[src/rtl/timer16_pkg.sv]
// constants for the 16-bit timer counter and input capture block
// assumes an APB slave with 8-bit address and 32-bit data, one word per register
package timer16_pkg;

    localparam int unsigned ADDR_WIDTH = 8;
    localparam int unsigned DATA_WIDTH = 32;

    // register byte addresses
    localparam logic [7:0] OFF_CTRL_A       = 8'h00;
    localparam logic [7:0] OFF_CTRL_B       = 8'h04;
    localparam logic [7:0] OFF_COUNT_LOW    = 8'h08;
    localparam logic [7:0] OFF_COUNT_HIGH   = 8'h0C;
    localparam logic [7:0] OFF_CAPTURE_LOW  = 8'h10;
    localparam logic [7:0] OFF_CAPTURE_HIGH = 8'h14;
    localparam logic [7:0] OFF_FLAGS        = 8'h18;
    localparam logic [7:0] OFF_IRQ_ENABLE   = 8'h1C;
    localparam logic [7:0] OFF_COMPARATOR   = 8'h20;
    localparam logic [7:0] OFF_PORT         = 8'h24;

    // field positions
    localparam int unsigned WGM_LOW_LSB   = 0;
    localparam int unsigned CS_LSB        = 0;
    localparam int unsigned WGM_HIGH_LSB  = 3;
    localparam int unsigned EDGE_BIT      = 6;
    localparam int unsigned NOISE_BIT     = 7;
    localparam int unsigned OVF_BIT       = 0;
    localparam int unsigned CAP_BIT       = 1;
    localparam int unsigned COMPARATOR_CAPTURE_SELECT_BIT      = 0;
    localparam int unsigned PORT_DATA_BIT = 0;
    localparam int unsigned PORT_DIR_BIT  = 1;

    // writable bits of each control register; others read as zero
    localparam logic [7:0] CTRL_A_MASK = 8'h03;
    localparam logic [7:0] CTRL_B_MASK = 8'hDF;

    // reset values
    localparam logic [7:0]  CTRL_A_RESET  = 8'h00;
    localparam logic [7:0]  CTRL_B_RESET  = 8'h00;
    localparam logic [15:0] COUNT_RESET   = 16'h0000;
    localparam logic [15:0] CAPTURE_RESET = 16'h0000;
    localparam logic [7:0]  TEMP_RESET    = 8'h00;

    // counter limits
    localparam logic [15:0] COUNT_MAX    = 16'hFFFF;
    localparam logic [15:0] COUNT_BOTTOM = 16'h0000;
    localparam logic [15:0] TOP_8BIT     = 16'h00FF;
    localparam logic [15:0] TOP_9BIT     = 16'h01FF;
    localparam logic [15:0] TOP_10BIT    = 16'h03FF;

    // noise filter sample count
    localparam int unsigned FILTER_SAMPLES = 4;

    // clock select codes
    typedef enum logic [2:0] {
        CS_STOPPED  = 3'h0,
        CS_SYSTEM   = 3'h1,
        CS_PRE_0    = 3'h2,
        CS_PRE_1    = 3'h3,
        CS_PRE_2    = 3'h4,
        CS_PRE_3    = 3'h5,
        CS_EXT_FALL = 3'h6,
        CS_EXT_RISE = 3'h7
    } clock_select_type;

    // waveform mode codes this block counts in
    localparam logic [3:0] WGM_NORMAL      = 4'h0;
    localparam logic [3:0] WGM_PC_8BIT     = 4'h1;
    localparam logic [3:0] WGM_PC_9BIT     = 4'h2;
    localparam logic [3:0] WGM_PC_10BIT    = 4'h3;
    localparam logic [3:0] WGM_FAST_8BIT   = 4'h5;
    localparam logic [3:0] WGM_FAST_9BIT   = 4'h6;
    localparam logic [3:0] WGM_FAST_10BIT  = 4'h7;
    localparam logic [3:0] WGM_PFC_CAPTURE = 4'h8;
    localparam logic [3:0] WGM_PC_CAPTURE  = 4'hA;
    localparam logic [3:0] WGM_CTC_CAPTURE = 4'hC;
    localparam logic [3:0] WGM_FAST_CAPT   = 4'hE;

endpackage

[src/rtl/capture_conditioner.sv]
// capture input path: synchroniser, optional four-sample filter, edge detector
// assumes raw_level is asynchronous to pclk
`timescale 1ns/1ps
module capture_conditioner
    import timer16_pkg::*;
(
    input  wire logic pclk,
    input  wire logic presetn,
    input  wire logic raw_level,
    input  wire logic filter_enable,
    input  wire logic rising_select,
    input  wire logic input_active,
    output logic      capture_strobe
);

    logic                      sync1_reg;
    logic                      sync2_reg;
    logic [FILTER_SAMPLES-1:0] history_reg;
    logic                      filtered_reg;
    logic                      prev_reg;
    logic                      level;

    always_ff @(posedge pclk or negedge presetn) begin
        if (!presetn) begin
            sync1_reg <= 1'b0;
            sync2_reg <= 1'b0;
        end else begin
            sync1_reg <= raw_level;
            sync2_reg <= sync1_reg;
        end
    end

    // filter runs on pclk, never on the timer tick
    always_ff @(posedge pclk or negedge presetn) begin
        if (!presetn) begin
            history_reg  <= '0;
            filtered_reg <= 1'b0;
        end else begin
            history_reg <= {history_reg[FILTER_SAMPLES-2:0], sync2_reg};
            if (&history_reg) begin
                filtered_reg <= 1'b1;
            end else if (~|history_reg) begin
                filtered_reg <= 1'b0;
            end
        end
    end

    assign level = filter_enable ? filtered_reg : sync2_reg;

    always_ff @(posedge pclk or negedge presetn) begin
        if (!presetn) begin
            prev_reg       <= 1'b0;
            capture_strobe <= 1'b0;
        end else begin
            prev_reg <= level;
            capture_strobe <= input_active && (level != prev_reg) && (level == rising_select);
        end
    end

endmodule

[src/rtl/timer16_capture.sv]
// 16-bit timer counter and input capture unit with an APB register port
// assumes pclk at 20 MHz, prescaled ticks from pclk logic, async pins
//
// Functional notes
// - three-bit clock select picks tick source; zero stops the counter
// - counter readable and writable by software whether or not ticking
// - software counter write beats clear or count in same cycle
// - counter clears, increments or decrements per tick as mode selects
// - low-byte read returns low bits and loads high byte into latch
// - high-byte write only fills latch; low-byte write loads full counter
// - top indication at sequence maximum, bottom indication at zero
// - overflow flag set where mode defines; may request interrupt
// - selected edge on event input copies counter into capture value
// - capture flag sets in the same cycle as the copy
// - capture flag requests interrupt when enabled; cleared by service or one
// - capture low read loads latch; following high read returns latch
// - capture value writable only in modes using it as top
// - comparator select switches capture source; software clears false flag
// - filter output changes only after four equal consecutive samples
// - filter enable inserts filter, adds five system cycles, pclk driven
// - capture input active except in modes using capture value as top
// - every new capture overwrites capture value even if unread
// - software may trigger capture by driving the capture pin
// - one high-byte latch shared by all 16-bit registers
//
// The register addresses and the APB slave port are this design's own decisions.
`timescale 1ns/1ps
module timer16_capture
    import timer16_pkg::*;
(
    input  wire logic        pclk,
    input  wire logic        presetn,
    input  wire logic        psel,
    input  wire logic        penable,
    input  wire logic        pwrite,
    input  wire logic [7:0]  paddr,
    input  wire logic [31:0] pwdata,
    output logic      [31:0] prdata,
    output logic             pready,
    output logic             pslverr,
    input  wire logic [3:0]  prescaled_tick,
    input  wire logic        external_count_pin,
    input  wire logic        capture_pin_in,
    output logic             capture_pin_out,
    output logic             capture_pin_oe,
    input  wire logic        comparator_output,
    input  wire logic        capture_irq_ack,
    input  wire logic        overflow_irq_ack,
    output logic             capture_irq_req,
    output logic             overflow_irq_req,
    output logic             counter_top,
    output logic             counter_bottom
);

    logic [7:0]  timer_control_a_reg;
    logic [7:0]  timer_control_b_reg;
    logic [15:0] count_value_reg;
    logic [15:0] count_value_next;
    logic        count_down_reg;
    logic        count_down_next;
    logic [15:0] capture_value_reg;
    logic [7:0]  temp_reg;
    logic [1:0]  flags_reg;
    logic [1:0]  flags_next;
    logic [1:0]  irq_enable_reg;
    logic        comparator_capture_select_reg;
    logic [1:0]  port_reg;
    logic        ext_sync1_reg;
    logic        ext_sync2_reg;
    logic        ext_prev_reg;
    logic        overflow_set;
    logic        timer_tick;
    logic        capture_event;
    logic        capture_source;
    logic [3:0]  waveform_mode_field;
    logic [2:0]  clock_source_select;
    logic [15:0] top_value;
    logic        rd_fire;
    logic        wr_fire;
    logic [31:0] rdata_next;
    logic        err_next;

    // sequence top for a mode; modes not built here count to the maximum
    function automatic logic [15:0] mode_top(input logic [3:0] mode,
                                             input logic [15:0] cap);
        case (mode)
            WGM_PC_8BIT, WGM_FAST_8BIT:   mode_top = TOP_8BIT;
            WGM_PC_9BIT, WGM_FAST_9BIT:   mode_top = TOP_9BIT;
            WGM_PC_10BIT, WGM_FAST_10BIT: mode_top = TOP_10BIT;
            WGM_PFC_CAPTURE, WGM_PC_CAPTURE,
            WGM_CTC_CAPTURE, WGM_FAST_CAPT: mode_top = cap;
            default:                      mode_top = COUNT_MAX;
        endcase
    endfunction

    function automatic logic uses_capture_top(input logic [3:0] mode);
        uses_capture_top = (mode == WGM_PFC_CAPTURE) || (mode == WGM_PC_CAPTURE) ||
                           (mode == WGM_CTC_CAPTURE) || (mode == WGM_FAST_CAPT);
    endfunction

    function automatic logic dual_slope(input logic [3:0] mode);
        dual_slope = (mode == WGM_PC_8BIT) || (mode == WGM_PC_9BIT) ||
                     (mode == WGM_PC_10BIT) || (mode == WGM_PFC_CAPTURE) ||
                     (mode == WGM_PC_CAPTURE);
    endfunction

    function automatic logic fast_pwm(input logic [3:0] mode);
        fast_pwm = (mode == WGM_FAST_8BIT) || (mode == WGM_FAST_9BIT) ||
                   (mode == WGM_FAST_10BIT) || (mode == WGM_FAST_CAPT);
    endfunction

    function automatic logic mapped(input logic [7:0] a);
        case (a)
            OFF_CTRL_A, OFF_CTRL_B, OFF_COUNT_LOW, OFF_COUNT_HIGH,
            OFF_CAPTURE_LOW, OFF_CAPTURE_HIGH, OFF_FLAGS,
            OFF_IRQ_ENABLE, OFF_COMPARATOR, OFF_PORT: mapped = 1'b1;
            default:                                  mapped = 1'b0;
        endcase
    endfunction

    assign waveform_mode_field = {timer_control_b_reg[WGM_HIGH_LSB +: 2],
                                  timer_control_a_reg[WGM_LOW_LSB +: 2]};
    assign clock_source_select = timer_control_b_reg[CS_LSB +: 3];
    assign top_value           = mode_top(waveform_mode_field, capture_value_reg);

    // one wait state: read data and read side effects at the first access
    // edge, writes at the completing edge, so each happens exactly once
    assign rd_fire = psel && penable && !pwrite && !pready;
    assign wr_fire = psel && penable && pwrite && pready;

    // external count pin: two stages, then edge detect on the second
    always_ff @(posedge pclk or negedge presetn) begin
        if (!presetn) begin
            ext_sync1_reg <= 1'b0;
            ext_sync2_reg <= 1'b0;
            ext_prev_reg  <= 1'b0;
        end else begin
            ext_sync1_reg <= external_count_pin;
            ext_sync2_reg <= ext_sync1_reg;
            ext_prev_reg  <= ext_sync2_reg;
        end
    end

    always_comb begin
        unique case (clock_source_select)
            CS_STOPPED:  timer_tick = 1'b0;
            CS_SYSTEM:   timer_tick = 1'b1;
            CS_PRE_0:    timer_tick = prescaled_tick[0];
            CS_PRE_1:    timer_tick = prescaled_tick[1];
            CS_PRE_2:    timer_tick = prescaled_tick[2];
            CS_PRE_3:    timer_tick = prescaled_tick[3];
            CS_EXT_FALL: timer_tick = ext_prev_reg && !ext_sync2_reg;
            CS_EXT_RISE: timer_tick = !ext_prev_reg && ext_sync2_reg;
        endcase
    end

    // counting sequence
    always_comb begin
        count_value_next = count_value_reg;
        count_down_next  = count_down_reg;
        overflow_set     = 1'b0;
        if (timer_tick) begin
            if (dual_slope(waveform_mode_field)) begin
                if (!count_down_reg) begin
                    if (count_value_reg == top_value) begin
                        count_down_next  = 1'b1;
                        count_value_next = count_value_reg - 16'h0001;
                    end else begin
                        count_value_next = count_value_reg + 16'h0001;
                    end
                end else if (count_value_reg == COUNT_BOTTOM) begin
                    count_down_next  = 1'b0;
                    count_value_next = count_value_reg + 16'h0001;
                    overflow_set     = 1'b1;
                end else begin
                    count_value_next = count_value_reg - 16'h0001;
                end
            end else if ((fast_pwm(waveform_mode_field) ||
                          waveform_mode_field == WGM_CTC_CAPTURE) &&
                         count_value_reg == top_value) begin
                count_value_next = COUNT_BOTTOM;
                overflow_set     = fast_pwm(waveform_mode_field);
            end else begin
                count_value_next = count_value_reg + 16'h0001;
                overflow_set     = (count_value_reg == COUNT_MAX);
            end
        end
        if (wr_fire && paddr == OFF_COUNT_LOW) begin
            count_value_next = {temp_reg, pwdata[7:0]};
            count_down_next  = count_down_reg;
        end
        if (!dual_slope(waveform_mode_field)) begin
            count_down_next = 1'b0;
        end
    end

    always_ff @(posedge pclk or negedge presetn) begin
        if (!presetn) begin
            count_value_reg <= COUNT_RESET;
            count_down_reg  <= 1'b0;
        end else begin
            count_value_reg <= count_value_next;
            count_down_reg  <= count_down_next;
        end
    end

    // a late view of the indications; the counter itself uses fresh compares
    always_ff @(posedge pclk or negedge presetn) begin
        if (!presetn) begin
            counter_top    <= 1'b0;
            counter_bottom <= 1'b0;
        end else begin
            counter_top    <= (count_value_reg == top_value);
            counter_bottom <= (count_value_reg == COUNT_BOTTOM);
        end
    end

    // source switch may itself make an edge; software clears the flag after
    assign capture_source = comparator_capture_select_reg ?
                            comparator_output : capture_pin_in;

    capture_conditioner u_conditioner (
        .pclk           (pclk),
        .presetn        (presetn),
        .raw_level      (capture_source),
        .filter_enable  (timer_control_b_reg[NOISE_BIT]),
        .rising_select  (timer_control_b_reg[EDGE_BIT]),
        .input_active   (!uses_capture_top(waveform_mode_field)),
        .capture_strobe (capture_event)
    );

    always_ff @(posedge pclk or negedge presetn) begin
        if (!presetn) begin
            capture_value_reg <= CAPTURE_RESET;
        end else if (capture_event) begin
            capture_value_reg <= count_value_reg;
        end else if (wr_fire && paddr == OFF_CAPTURE_LOW &&
                     uses_capture_top(waveform_mode_field)) begin
            capture_value_reg <= {temp_reg, pwdata[7:0]};
        end
    end

    // shared high-byte latch
    always_ff @(posedge pclk or negedge presetn) begin
        if (!presetn) begin
            temp_reg <= TEMP_RESET;
        end else if (wr_fire && (paddr == OFF_COUNT_HIGH || paddr == OFF_CAPTURE_HIGH)) begin
            temp_reg <= pwdata[7:0];
        end else if (rd_fire && paddr == OFF_COUNT_LOW) begin
            temp_reg <= count_value_reg[15:8];
        end else if (rd_fire && paddr == OFF_CAPTURE_LOW) begin
            temp_reg <= capture_value_reg[15:8];
        end
    end

    // flags: set wins over a write-one clear or a service acknowledge
    always_comb begin
        flags_next = flags_reg;
        if (wr_fire && paddr == OFF_FLAGS) begin
            flags_next = flags_next & ~pwdata[1:0];
        end
        if (capture_irq_ack) begin
            flags_next[CAP_BIT] = 1'b0;
        end
        if (overflow_irq_ack) begin
            flags_next[OVF_BIT] = 1'b0;
        end
        if (capture_event) begin
            flags_next[CAP_BIT] = 1'b1;
        end
        if (overflow_set) begin
            flags_next[OVF_BIT] = 1'b1;
        end
    end

    always_ff @(posedge pclk or negedge presetn) begin
        if (!presetn) begin
            flags_reg <= 2'h0;
        end else begin
            flags_reg <= flags_next;
        end
    end

    always_ff @(posedge pclk or negedge presetn) begin
        if (!presetn) begin
            capture_irq_req  <= 1'b0;
            overflow_irq_req <= 1'b0;
        end else begin
            capture_irq_req  <= flags_reg[CAP_BIT] && irq_enable_reg[CAP_BIT];
            overflow_irq_req <= flags_reg[OVF_BIT] && irq_enable_reg[OVF_BIT];
        end
    end

    // control registers
    always_ff @(posedge pclk or negedge presetn) begin
        if (!presetn) begin
            timer_control_a_reg           <= CTRL_A_RESET;
            timer_control_b_reg           <= CTRL_B_RESET;
            irq_enable_reg                <= 2'h0;
            comparator_capture_select_reg <= 1'b0;
            port_reg                      <= 2'h0;
        end else if (wr_fire) begin
            case (paddr)
                OFF_CTRL_A:     timer_control_a_reg <= pwdata[7:0] & CTRL_A_MASK;
                OFF_CTRL_B:     timer_control_b_reg <= pwdata[7:0] & CTRL_B_MASK;
                OFF_IRQ_ENABLE: irq_enable_reg <= pwdata[1:0];
                OFF_COMPARATOR: comparator_capture_select_reg <= pwdata[COMPARATOR_CAPTURE_SELECT_BIT];
                OFF_PORT:       port_reg <= pwdata[1:0];
                default:        ;
            endcase
        end
    end

    // port driver for the capture pin, lets software make its own events
    always_ff @(posedge pclk or negedge presetn) begin
        if (!presetn) begin
            capture_pin_out <= 1'b0;
            capture_pin_oe  <= 1'b0;
        end else begin
            capture_pin_out <= port_reg[PORT_DATA_BIT];
            capture_pin_oe  <= port_reg[PORT_DIR_BIT];
        end
    end

    // read data
    always_comb begin
        rdata_next = 32'h0000_0000;
        err_next   = !mapped(paddr);
        case (paddr)
            OFF_CTRL_A:       rdata_next[7:0] = timer_control_a_reg;
            OFF_CTRL_B:       rdata_next[7:0] = timer_control_b_reg;
            OFF_COUNT_LOW:    rdata_next[7:0] = count_value_reg[7:0];
            OFF_COUNT_HIGH:   rdata_next[7:0] = temp_reg;
            OFF_CAPTURE_LOW:  rdata_next[7:0] = capture_value_reg[7:0];
            OFF_CAPTURE_HIGH: rdata_next[7:0] = temp_reg;
            OFF_FLAGS:        rdata_next[1:0] = flags_reg;
            OFF_IRQ_ENABLE:   rdata_next[1:0] = irq_enable_reg;
            OFF_COMPARATOR:   rdata_next[COMPARATOR_CAPTURE_SELECT_BIT] = comparator_capture_select_reg;
            OFF_PORT:         rdata_next[1:0] = port_reg;
            default:          rdata_next = 32'h0000_0000;
        endcase
    end

    always_ff @(posedge pclk or negedge presetn) begin
        if (!presetn) begin
            pready  <= 1'b0;
            prdata  <= 32'h0000_0000;
            pslverr <= 1'b0;
        end else begin
            pready <= psel && penable && !pready;
            if (psel && penable && !pready) begin
                prdata  <= pwrite ? 32'h0000_0000 : rdata_next;
                pslverr <= err_next;
            end else begin
                pslverr <= 1'b0;
            end
        end
    end

endmodule

[config.mk]
export PLATFORM = sky130hd
export DESIGN_NAME = timer16_capture
export DESIGN_NICKNAME = d
export VERILOG_FILES = /design/src/rtl/timer16_pkg.sv /design/src/rtl/capture_conditioner.sv /design/src/rtl/timer16_capture.sv
export SDC_FILE = /design/constraint.sdc
export NUM_CORES = 1
export LEC_CHECK = 0
export BUFFER_PORTS_ARGS = -buffer_cell sky130_fd_sc_hd__buf_2
export CORE_UTILIZATION = 45
export CTS_CLUSTER_SIZE = 30
export DETAILED_ROUTE_END_ITERATION = 6
export HOLD_SLACK_MARGIN = 0.1
export MAX_ROUTING_LAYER = met4
export PLACE_DENSITY = 0.66
export SETUP_SLACK_MARGIN = 0.2
export SLEW_MARGIN = 10
export SYNTH_ARGS = -nofsm -noshare
export SYNTH_HDL_FRONTEND = slang
export SYNTH_HIERARCHICAL = 1
export SYNTH_SLANG_ARGS = --single-unit
[constraint.sdc]
create_clock -name pclk -period 7.9 [get_ports pclk]
set_input_delay 0.79 -clock pclk [delete_from_list [all_inputs] [get_ports pclk]]
set_output_delay 0.79 -clock pclk [all_outputs]
set_load 0.02 [all_outputs]
==> results_dict.tcl, run 1 <==
set metrics [dict create \
    final_area_sq_um 5850 \
    finalCritPeriodShare_pct 50.3 \
    clock.fmax_mhz 252 \
    cts_tree "yes" \
    rsz0062_at_grt "false" \
    ant_nets 0 \
    combPwrFrac_pct 8.6 \
    vias 4664 \
    p_int_w 0.000692 \
    timing_worst_setup_path_type "reg -> reg" \
    htreeDepth 3 \
    drv_slew 0 \
    cts_resized 0 \
    relSlewSlack_pct 25.0 \
    antenna_found_initial 0 \
    grt_remaining_overflow 0 \
    die_height_microns 112 \
    yosysWarnings 6 \
    vias_per_cell 6.07 \
    post_dp_cell_area_sq_um 5590 \
    path_max_fanout 20 \
    power_switching_share_pct 26.1 \
    grt_pass1_wl_microns 22800 \
    grt_max_degree 86 \
    ys_seq_area_share_pct 39.2 \
    clock_path_buffers 2 \
    drt_iter0_drc 410 \
    route.detailed.drc 5 \
    cpPeakStageDelay_ns 0.79 \
    cp-start-kind "flip-flop" \
    synthDistinctLibCells 63 \
    start_util_pct 47.0 \
    worst_slew_pin_slew_ns 1.12 \
    cap_violations 0 \
    synth-async-reset-ratio_pct 100 \
    p_seq_share_pct 50.6 \
    placementRows 39 \
    holdWs_ns 0.344 \
    status "complete, but fails checks" \
    power.switching_w 0.000244 \
    synth_area_sq_um 5430 \
    gp_congestion 0.874 \
    routedWlPerCell_microns 18.6 \
    clk_latency_ns 0.34 \
    n_fill_cell 1098 \
    cts_root_buf "clkbuf_16" \
    io_pins 94 \
    fin_crit_ns 3.97 \
    slowest_stage "dfrtp_1" \
    drt_wl_total_microns 14300 \
    worstPathRequired_ns 8.13 \
    drt_first_pass_iters 7 \
    endpoint_kind "flip-flop" \
    post_cts_buffers 0 \
    p_leak_nw 2.69 \
    cts_hold_buf 0 \
    syn_inst 603 \
    dp_hpwl_microns 9980 \
    grt_pass1_vias 4349 \
    drive_above_1_share_pct 15.2 \
    hold_viol 0 \
    vdd_drop_max_mv 0.127 \
    fin_worst_skew_ns 0.00601 \
    fin_tns_setup_ns 0 \
    grt_usage_pct 24.1 \
    clockPowerShare_pct 40.7 \
    hold_class "reg -> reg" \
    antennaDiodeCount 0 \
    die_w_microns 112 \
    syn_area_per_cell_sq_um 9.01 \
    setup_viol 0 \
    cts_made_buffers 9 \
    ys_seq_elements 85 \
    cp_data_arrival_time_ns 4.20 \
    fp.dieArea_sq_um 12500 \
    coreArea_sq_um 11600 \
    crit_chain "nand2b_1, or4_1, a32oi_2, nand4_1, nor3_2, buf_4, or2_2, o41ai_1, a31o_1" \
    clk_pin_slew_worst_paths_ns 0.06 \
    port_buffers 45 \
    synth_enable_flop_cells 0 \
    finalPower_w 0.000936 \
    fin_nets 677 \
    area_growth_pct 7.74 \
    violations "design-rule violations" \
    yosys_most_used_dff "dfrtp_1" \
    p_per_area_nw_per_um2 160 \
    clock_sink_count 85 \
]
-- final cells by class --
class | count | area (sq um) | area share (%)
clock buffers | 12 | 236 | 4.04
clock inverters | 4 | 25.0 | 0.428
inverters | 14 | 52.6 | 0.898
multi-input cells | 460 | 2970 | 50.7
flip-flops and latches | 85 | 2130 | 36.4
well taps | 143 | 179 | 3.06
repair buffers | 50 | 265 | 4.53
-- kinds of logic after synthesis --
family          after synthesis  share of synthesized area (%)
compound gates              133                           16.6
xor+xnor                      8                           1.29
fa+ha+maj                     3                          0.691
buf+inv                      81                           8.00
flops                        85                           39.2
mux                          65                           12.6
other cells                   1                         0.0691
simple gates                227                           21.5
-- through the flow --
stage	instances	util (%)	worst slack, ns
finish	768	50.6	3.93
global route	768	50.6	3.76
CTS	768	50.6	4.02
detailed placement	752	48.3	4.05
global placement	752	48.3	4.14
floorplan	626	-	5.25
-- worst max-delay path: cells and delay by family, from the launching register on --
kind / cells / cell delay, ns
buffers and inverters: 1 / 0.34
DFF: 1 / 0.79
and+or+nand+nor: 5 / 2.02
AOI/OAI and AO/OA: 3 / 0.72
-- per-layer routing --
metal / part of all wire, % / routed length, microns / GRT usage, %
met1: 45 / 6380 / 33.0
met2: 46 / 6560 / 35.9
met3: 7.2 / 1030 / 3.97
met4: 2.3 / 333 / 9.10
met5: 0 / 0 / -
-- path summary, 6_finish.rpt --
path	startpoint	to	slack, ns	cells after the start
worst max-delay path	timer_control_b_reg[4]	count_value_reg[2]	3.93	9
worst min-delay path	ext_sync1_reg	ext_sync2_reg	0.34	0
worst max register to register	timer_control_b_reg[4]	count_value_reg[2]	3.93	9
worst min register to register	ext_sync1_reg	ext_sync2_reg	0.34	0
max in group asynchronous	presetn	capture_pin_out	6.56	1
min in group asynchronous	presetn	ext_sync2_reg	0.66	1
-- placed cells by master (no fill, tap or decap), types with 15 or more instances in the layout --
cell      Yosys  layout
nand2_1      76      76
buf_2         7      44
mux2_2       15      15
a21oi_1      19      18
nor2_1       39      39
o211ai_1     16      16
o21ai_0      43      43
nor3_1       20      20
mux2i_1      48      48
conb_1        1      24
dfrtp_1      85      85
-- power by group through the flow --
stage / sequential [W] / clock (W) / combinational (W)
floorplan: 0.000471 / 0 / 0.0000651
global route: 0.000476 / 0.000407 / 0.0000902
detailed placement: 0.000481 / 0 / 0.0000805
finish: 0.000474 / 0.000381 / 0.0000809
CTS: 0.000473 / 0.000393 / 0.0000808
global placement: 0.000480 / 0 / 0.0000784
-- synth_stat cells, types with 3 or more instances --
library cell  instances  share of area [%]
a22o_1                8                1.3
o41ai_1               3               0.48
a22oi_1              10                1.4
a32oi_1               3               0.48
nand3b_1              6               0.83
xnor2_1               5               0.81
buf_2                 7               0.65
nand3_1              14                1.3
buf_6                 4               0.83
o211ai_1             16                2.2
buf_1                 3               0.21
nor2_1               39                2.7
and3_1               14                1.6
a21oi_1              19                1.8
a221oi_1              8                1.3
nor3b_1               3               0.41
or4_1                 4               0.55
mux2_2               15                3.1
mux2i_1              48                8.8
inv_1                14               0.97
o21ai_0              43                4.0
nor4_1               13                1.5
buf_4                24                3.3
nor4b_1               5               0.81
nand4_1               6               0.69
o21ai_1               3               0.28
dfrtp_1              85                 39
ha_1                  3               0.69
nand2b_1              5               0.58
xor2_1                3               0.48
o21a_1                3               0.41
and2_1                7               0.81
nand2_1              76                5.3
nor3_1               20                1.8
clkbuf_1             28                1.9
Note: power is estimated with default switching activity, not from simulation.
==> run 2: changes to the inputs <==
--- a/config.mk
+++ b/config.mk
@@ -5,13 +5,14 @@
 export SDC_FILE = /design/constraint.sdc
 export NUM_CORES = 1
 export LEC_CHECK = 0
+export ABC_AREA = 1
 export BUFFER_PORTS_ARGS = -buffer_cell sky130_fd_sc_hd__buf_2
 export CORE_UTILIZATION = 45
 export CTS_CLUSTER_SIZE = 30
 export DETAILED_ROUTE_END_ITERATION = 6
 export HOLD_SLACK_MARGIN = 0.1
 export MAX_ROUTING_LAYER = met4
-export PLACE_DENSITY = 0.66
+export PLACE_DENSITY = 0.69
 export SETUP_SLACK_MARGIN = 0.2
 export SLEW_MARGIN = 10
 export SYNTH_ARGS = -nofsm -noshare
==> constraint.sdc (replaced) <==
create_clock -name pclk -period 3.3 [get_ports pclk]
set_input_delay 0.33 -clock pclk [delete_from_list [all_inputs] [get_ports pclk]]
set_output_delay 0.33 -clock pclk [all_outputs]
set_load 0.02 [all_outputs]
==> results_dict.tcl, run 2 <==
set metrics [dict create \
    status "finished clean" \
    min-delay-start "capture_irq_ack" \
    crit_buf_inv 1 \
    clk_latency_ns 0.36 \
    worst_slew_pin_slew_ns 0.923 \
    dr_wl_met3_microns 1320 \
    die_w_microns 113 \
    port_buffers 45 \
    hold_end "flags_reg[1]" \
    hold_class "in -> reg" \
    mostFrequentLayoutCell "nand2_1" \
    start_util_pct 46.0 \
    multi_input_area_sq_um 2870 \
    r2r_slack_ns 0.46 \
    clk_pin_slew_worst_paths_ns 0.07 \
    timing_worst_setup_path_type "reg -> reg" \
    r2r-end "count_value_reg[7]" \
    crit_chain "inv_2, nand2_2, nand3_2, nand2_1, xor2_1, nand2_1, nor2_1, nand2_1, nand2_2, nand2_2, nand2_1, o21ai_1, nand2_1, nand2_1" \
    synth_area_sq_um 5530 \
    maxUsedRoutingLayer "met4" \
    p_leak_nw 3.02 \
    antenna_found_initial 0 \
    cts_made_buffers 9 \
    rsz0062_at_grt "false" \
    reg2regPathDepth 14 \
    drt_first_pass_iters 5 \
    antennaDiodeCount 0 \
    m1WireLength_microns 7100 \
    cts_root_buf "clkbuf_16" \
    fin_crit_ns 2.84 \
    cap_violations 0 \
    vdd_drop_max_mv 0.264 \
    drive_above_1_share_pct 10.8 \
    drv_slew 0 \
    fin_tns_setup_ns 0 \
    p_per_area_nw_per_um2 486 \
    area_growth_pct 10.6 \
    synth_top_area_share_pct 38.5 \
    grt_remaining_overflow 0 \
    io_pins 94 \
    grt_usage_pct 27.7 \
    slowest_stage "dfrtp_1" \
    cp-start-kind "flip-flop" \
    hold_viol 0 \
    dp_hpwl_microns 12100 \
    routedWlPerCell_microns 16.6 \
    synth.top_cells.by_area "dfrtp_1, nand2_1, nand3_1, o21ai_0, inv_1" \
    ant_nets 0 \
    seqCellArea_sq_um 2130 \
    grt_pass1_wl_microns 26300 \
    holdWs_ns 0.173 \
    drt_wl_total_microns 16200 \
    fp.dieArea_sq_um 12700 \
    clock.fmax_mhz 353 \
    cpPeakStageDelay_ns 0.51 \
    die_height_microns 113 \
    clock_path_buffers 2 \
    yosysTopAreaCell "dfrtp_1" \
    synth-async-reset-ratio_pct 100 \
    grt_pass1_vias 5051 \
    syn_area_per_cell_sq_um 7.03 \
    n_fill_cell 1199 \
    vias_per_cell 5.65 \
    cts_tree "yes" \
    synth_common_cells "nand2_1, dfrtp_1, nand3_1" \
    cts_resized 0 \
    route.detailed.drc 0 \
    hold_depth 2 \
    htreeDepth 3 \
    synth.most_common_cell "nand2_1" \
    grt_max_degree 47 \
    clock_sink_count 85 \
    cp_data_arrival_time_ns 3.08 \
    setup_viol 0 \
    critical_path.top_delay_family "simple AND/OR/NAND/NOR gates" \
    path_max_fanout 13 \
    vias 5521 \
    yosysWarnings 6 \
    placementRows 40 \
    reg2reg_from "timer_control_a_reg[0]" \
    finalCritPeriodShare_pct 85.9 \
    coreArea_sq_um 12000 \
    path_common_cell "nand2_1" \
    ys_seq_area_share_pct 38.5 \
    endpoint_kind "flip-flop" \
    layout_common_cells "nand2_1, dfrtp_1, nand3_1" \
    ys_seq_elements 85 \
    synth_enable_flop_cells 0 \
    worst-path-stages 14 \
    worstPathRequired_ns 3.54 \
    synthDistinctLibCells 41 \
    wl_met2_microns 7400 \
    drt_iter0_drc 542 \
    fin_nets 883 \
    fin_worst_skew_ns 0.0124 \
    relSlewSlack_pct 38.5 \
    gp_congestion 0.955 \
    yosys_most_used_dff "dfrtp_1" \
    syn_inst 786 \
]
## run 2: cell count changes in the layout (fill, tap and decap cells not counted), sizes merged, moves of 13 or more
cell | previous run | this run
mux2i | 48 | 0
nor3 | 22 | 8
mux2 | 16 | 0
nand2 | 76 | 222
and3 | 14 | 1
o21ai | 46 | 63
nand3 | 14 | 79
inv | 14 | 83
xor2 | 3 | 22
nor2 | 39 | 73
## run 2: how the worst max path moves through the flow
stage | startpoint | end | slack, ns
floorplan | count_value_reg[0] | count_value_reg[11] | 1.31
global route | timer_control_a_reg[0] | count_value_reg[6] | 0.27
CTS | timer_control_a_reg[0] | count_value_reg[13] | 0.56
detailed placement | timer_control_a_reg[0] | count_value_reg[13] | 0.59
global placement | timer_control_a_reg[0] | count_value_reg[13] | 0.60
finish | timer_control_a_reg[0] | count_value_reg[7] | 0.46
## run 2: final cells by class
type	instances	area share [%]
clock inverter	6	1.13
sequential	85	34.8
clock buffer	10	3.74
tap	147	3.01
timing repair buffer	56	5.16
inverter	86	5.28
multi-input combinational	588	46.9
## run 2: metrics by stage
stage               std cells  cell area (sq um)  total power (W)  utilization, %  worst slack, ns
floorplan                 809               5610          0.00173               -             1.31
global placement          960               5800          0.00191            48.3            0.598
detailed placement        960               5800          0.00192            48.3            0.592
CTS                       978               6120          0.00296            50.9            0.562
global route              978               6120          0.00312            50.9            0.270
finish                    978               6120          0.00297            50.9            0.465
## run 2: power breakdown
| part | total [W] | internal [W] | switching, W | leakage (nW) |
|---|---|---|---|---|
| clock | 0.00106 | 0.000594 | 0.000463 | 0.144 |
| combinational | 0.000715 | 0.000239 | 0.000476 | 1.83 |
| sequential | 0.00120 | 0.00111 | 0.0000910 | 1.04 |
| total | 0.00297 | 0.00194 | 0.00103 | 3.02 |
## run 2: cells by family after synthesis
logic type | count (synthesis) | share of synthesized area [%]
AND/OR/NAND/NOR | 405 | 31.4
buffers and inverters | 136 | 11.4
AO/OA/AOI/OAI | 134 | 14.4
flip-flops | 85 | 38.5
XOR/XNOR | 22 | 3.49
adder cells (fa/ha/maj) | 3 | 0.679
other | 1 | 0.0678
## run 2: worst register-to-register path, cell delays in order, from the launching register on
cell and delay [ns]:
dfrtp_1 0.51, inv_2 0.14, nand2_2 0.23, nand3_2 0.30, nand2_1 0.16, xor2_1 0.22
nand2_1 0.08, nor2_1 0.11, nand2_1 0.14, nand2_2 0.26, nand2_2 0.26, nand2_1 0.14
o21ai_1 0.08, nand2_1 0.06, nand2_1 0.04
## run 2: what timing repair did
| action | 4_1_cts | 5_1_grt |
|---|---|---|
| endpoints found under the hold margin | 45 | 0 |
| setup buffers | 0 | 0 |
| hold buffers | 2 | 0 |
## run 2: metal layers
metal | up-vias | track usage (%)
met5 | - | -
met4 | 0 | 9.51
met3 | 31 | 4.34
met2 | 258 | 42.3
met1 | 2598 | 37.7
li1 | 2634 | -
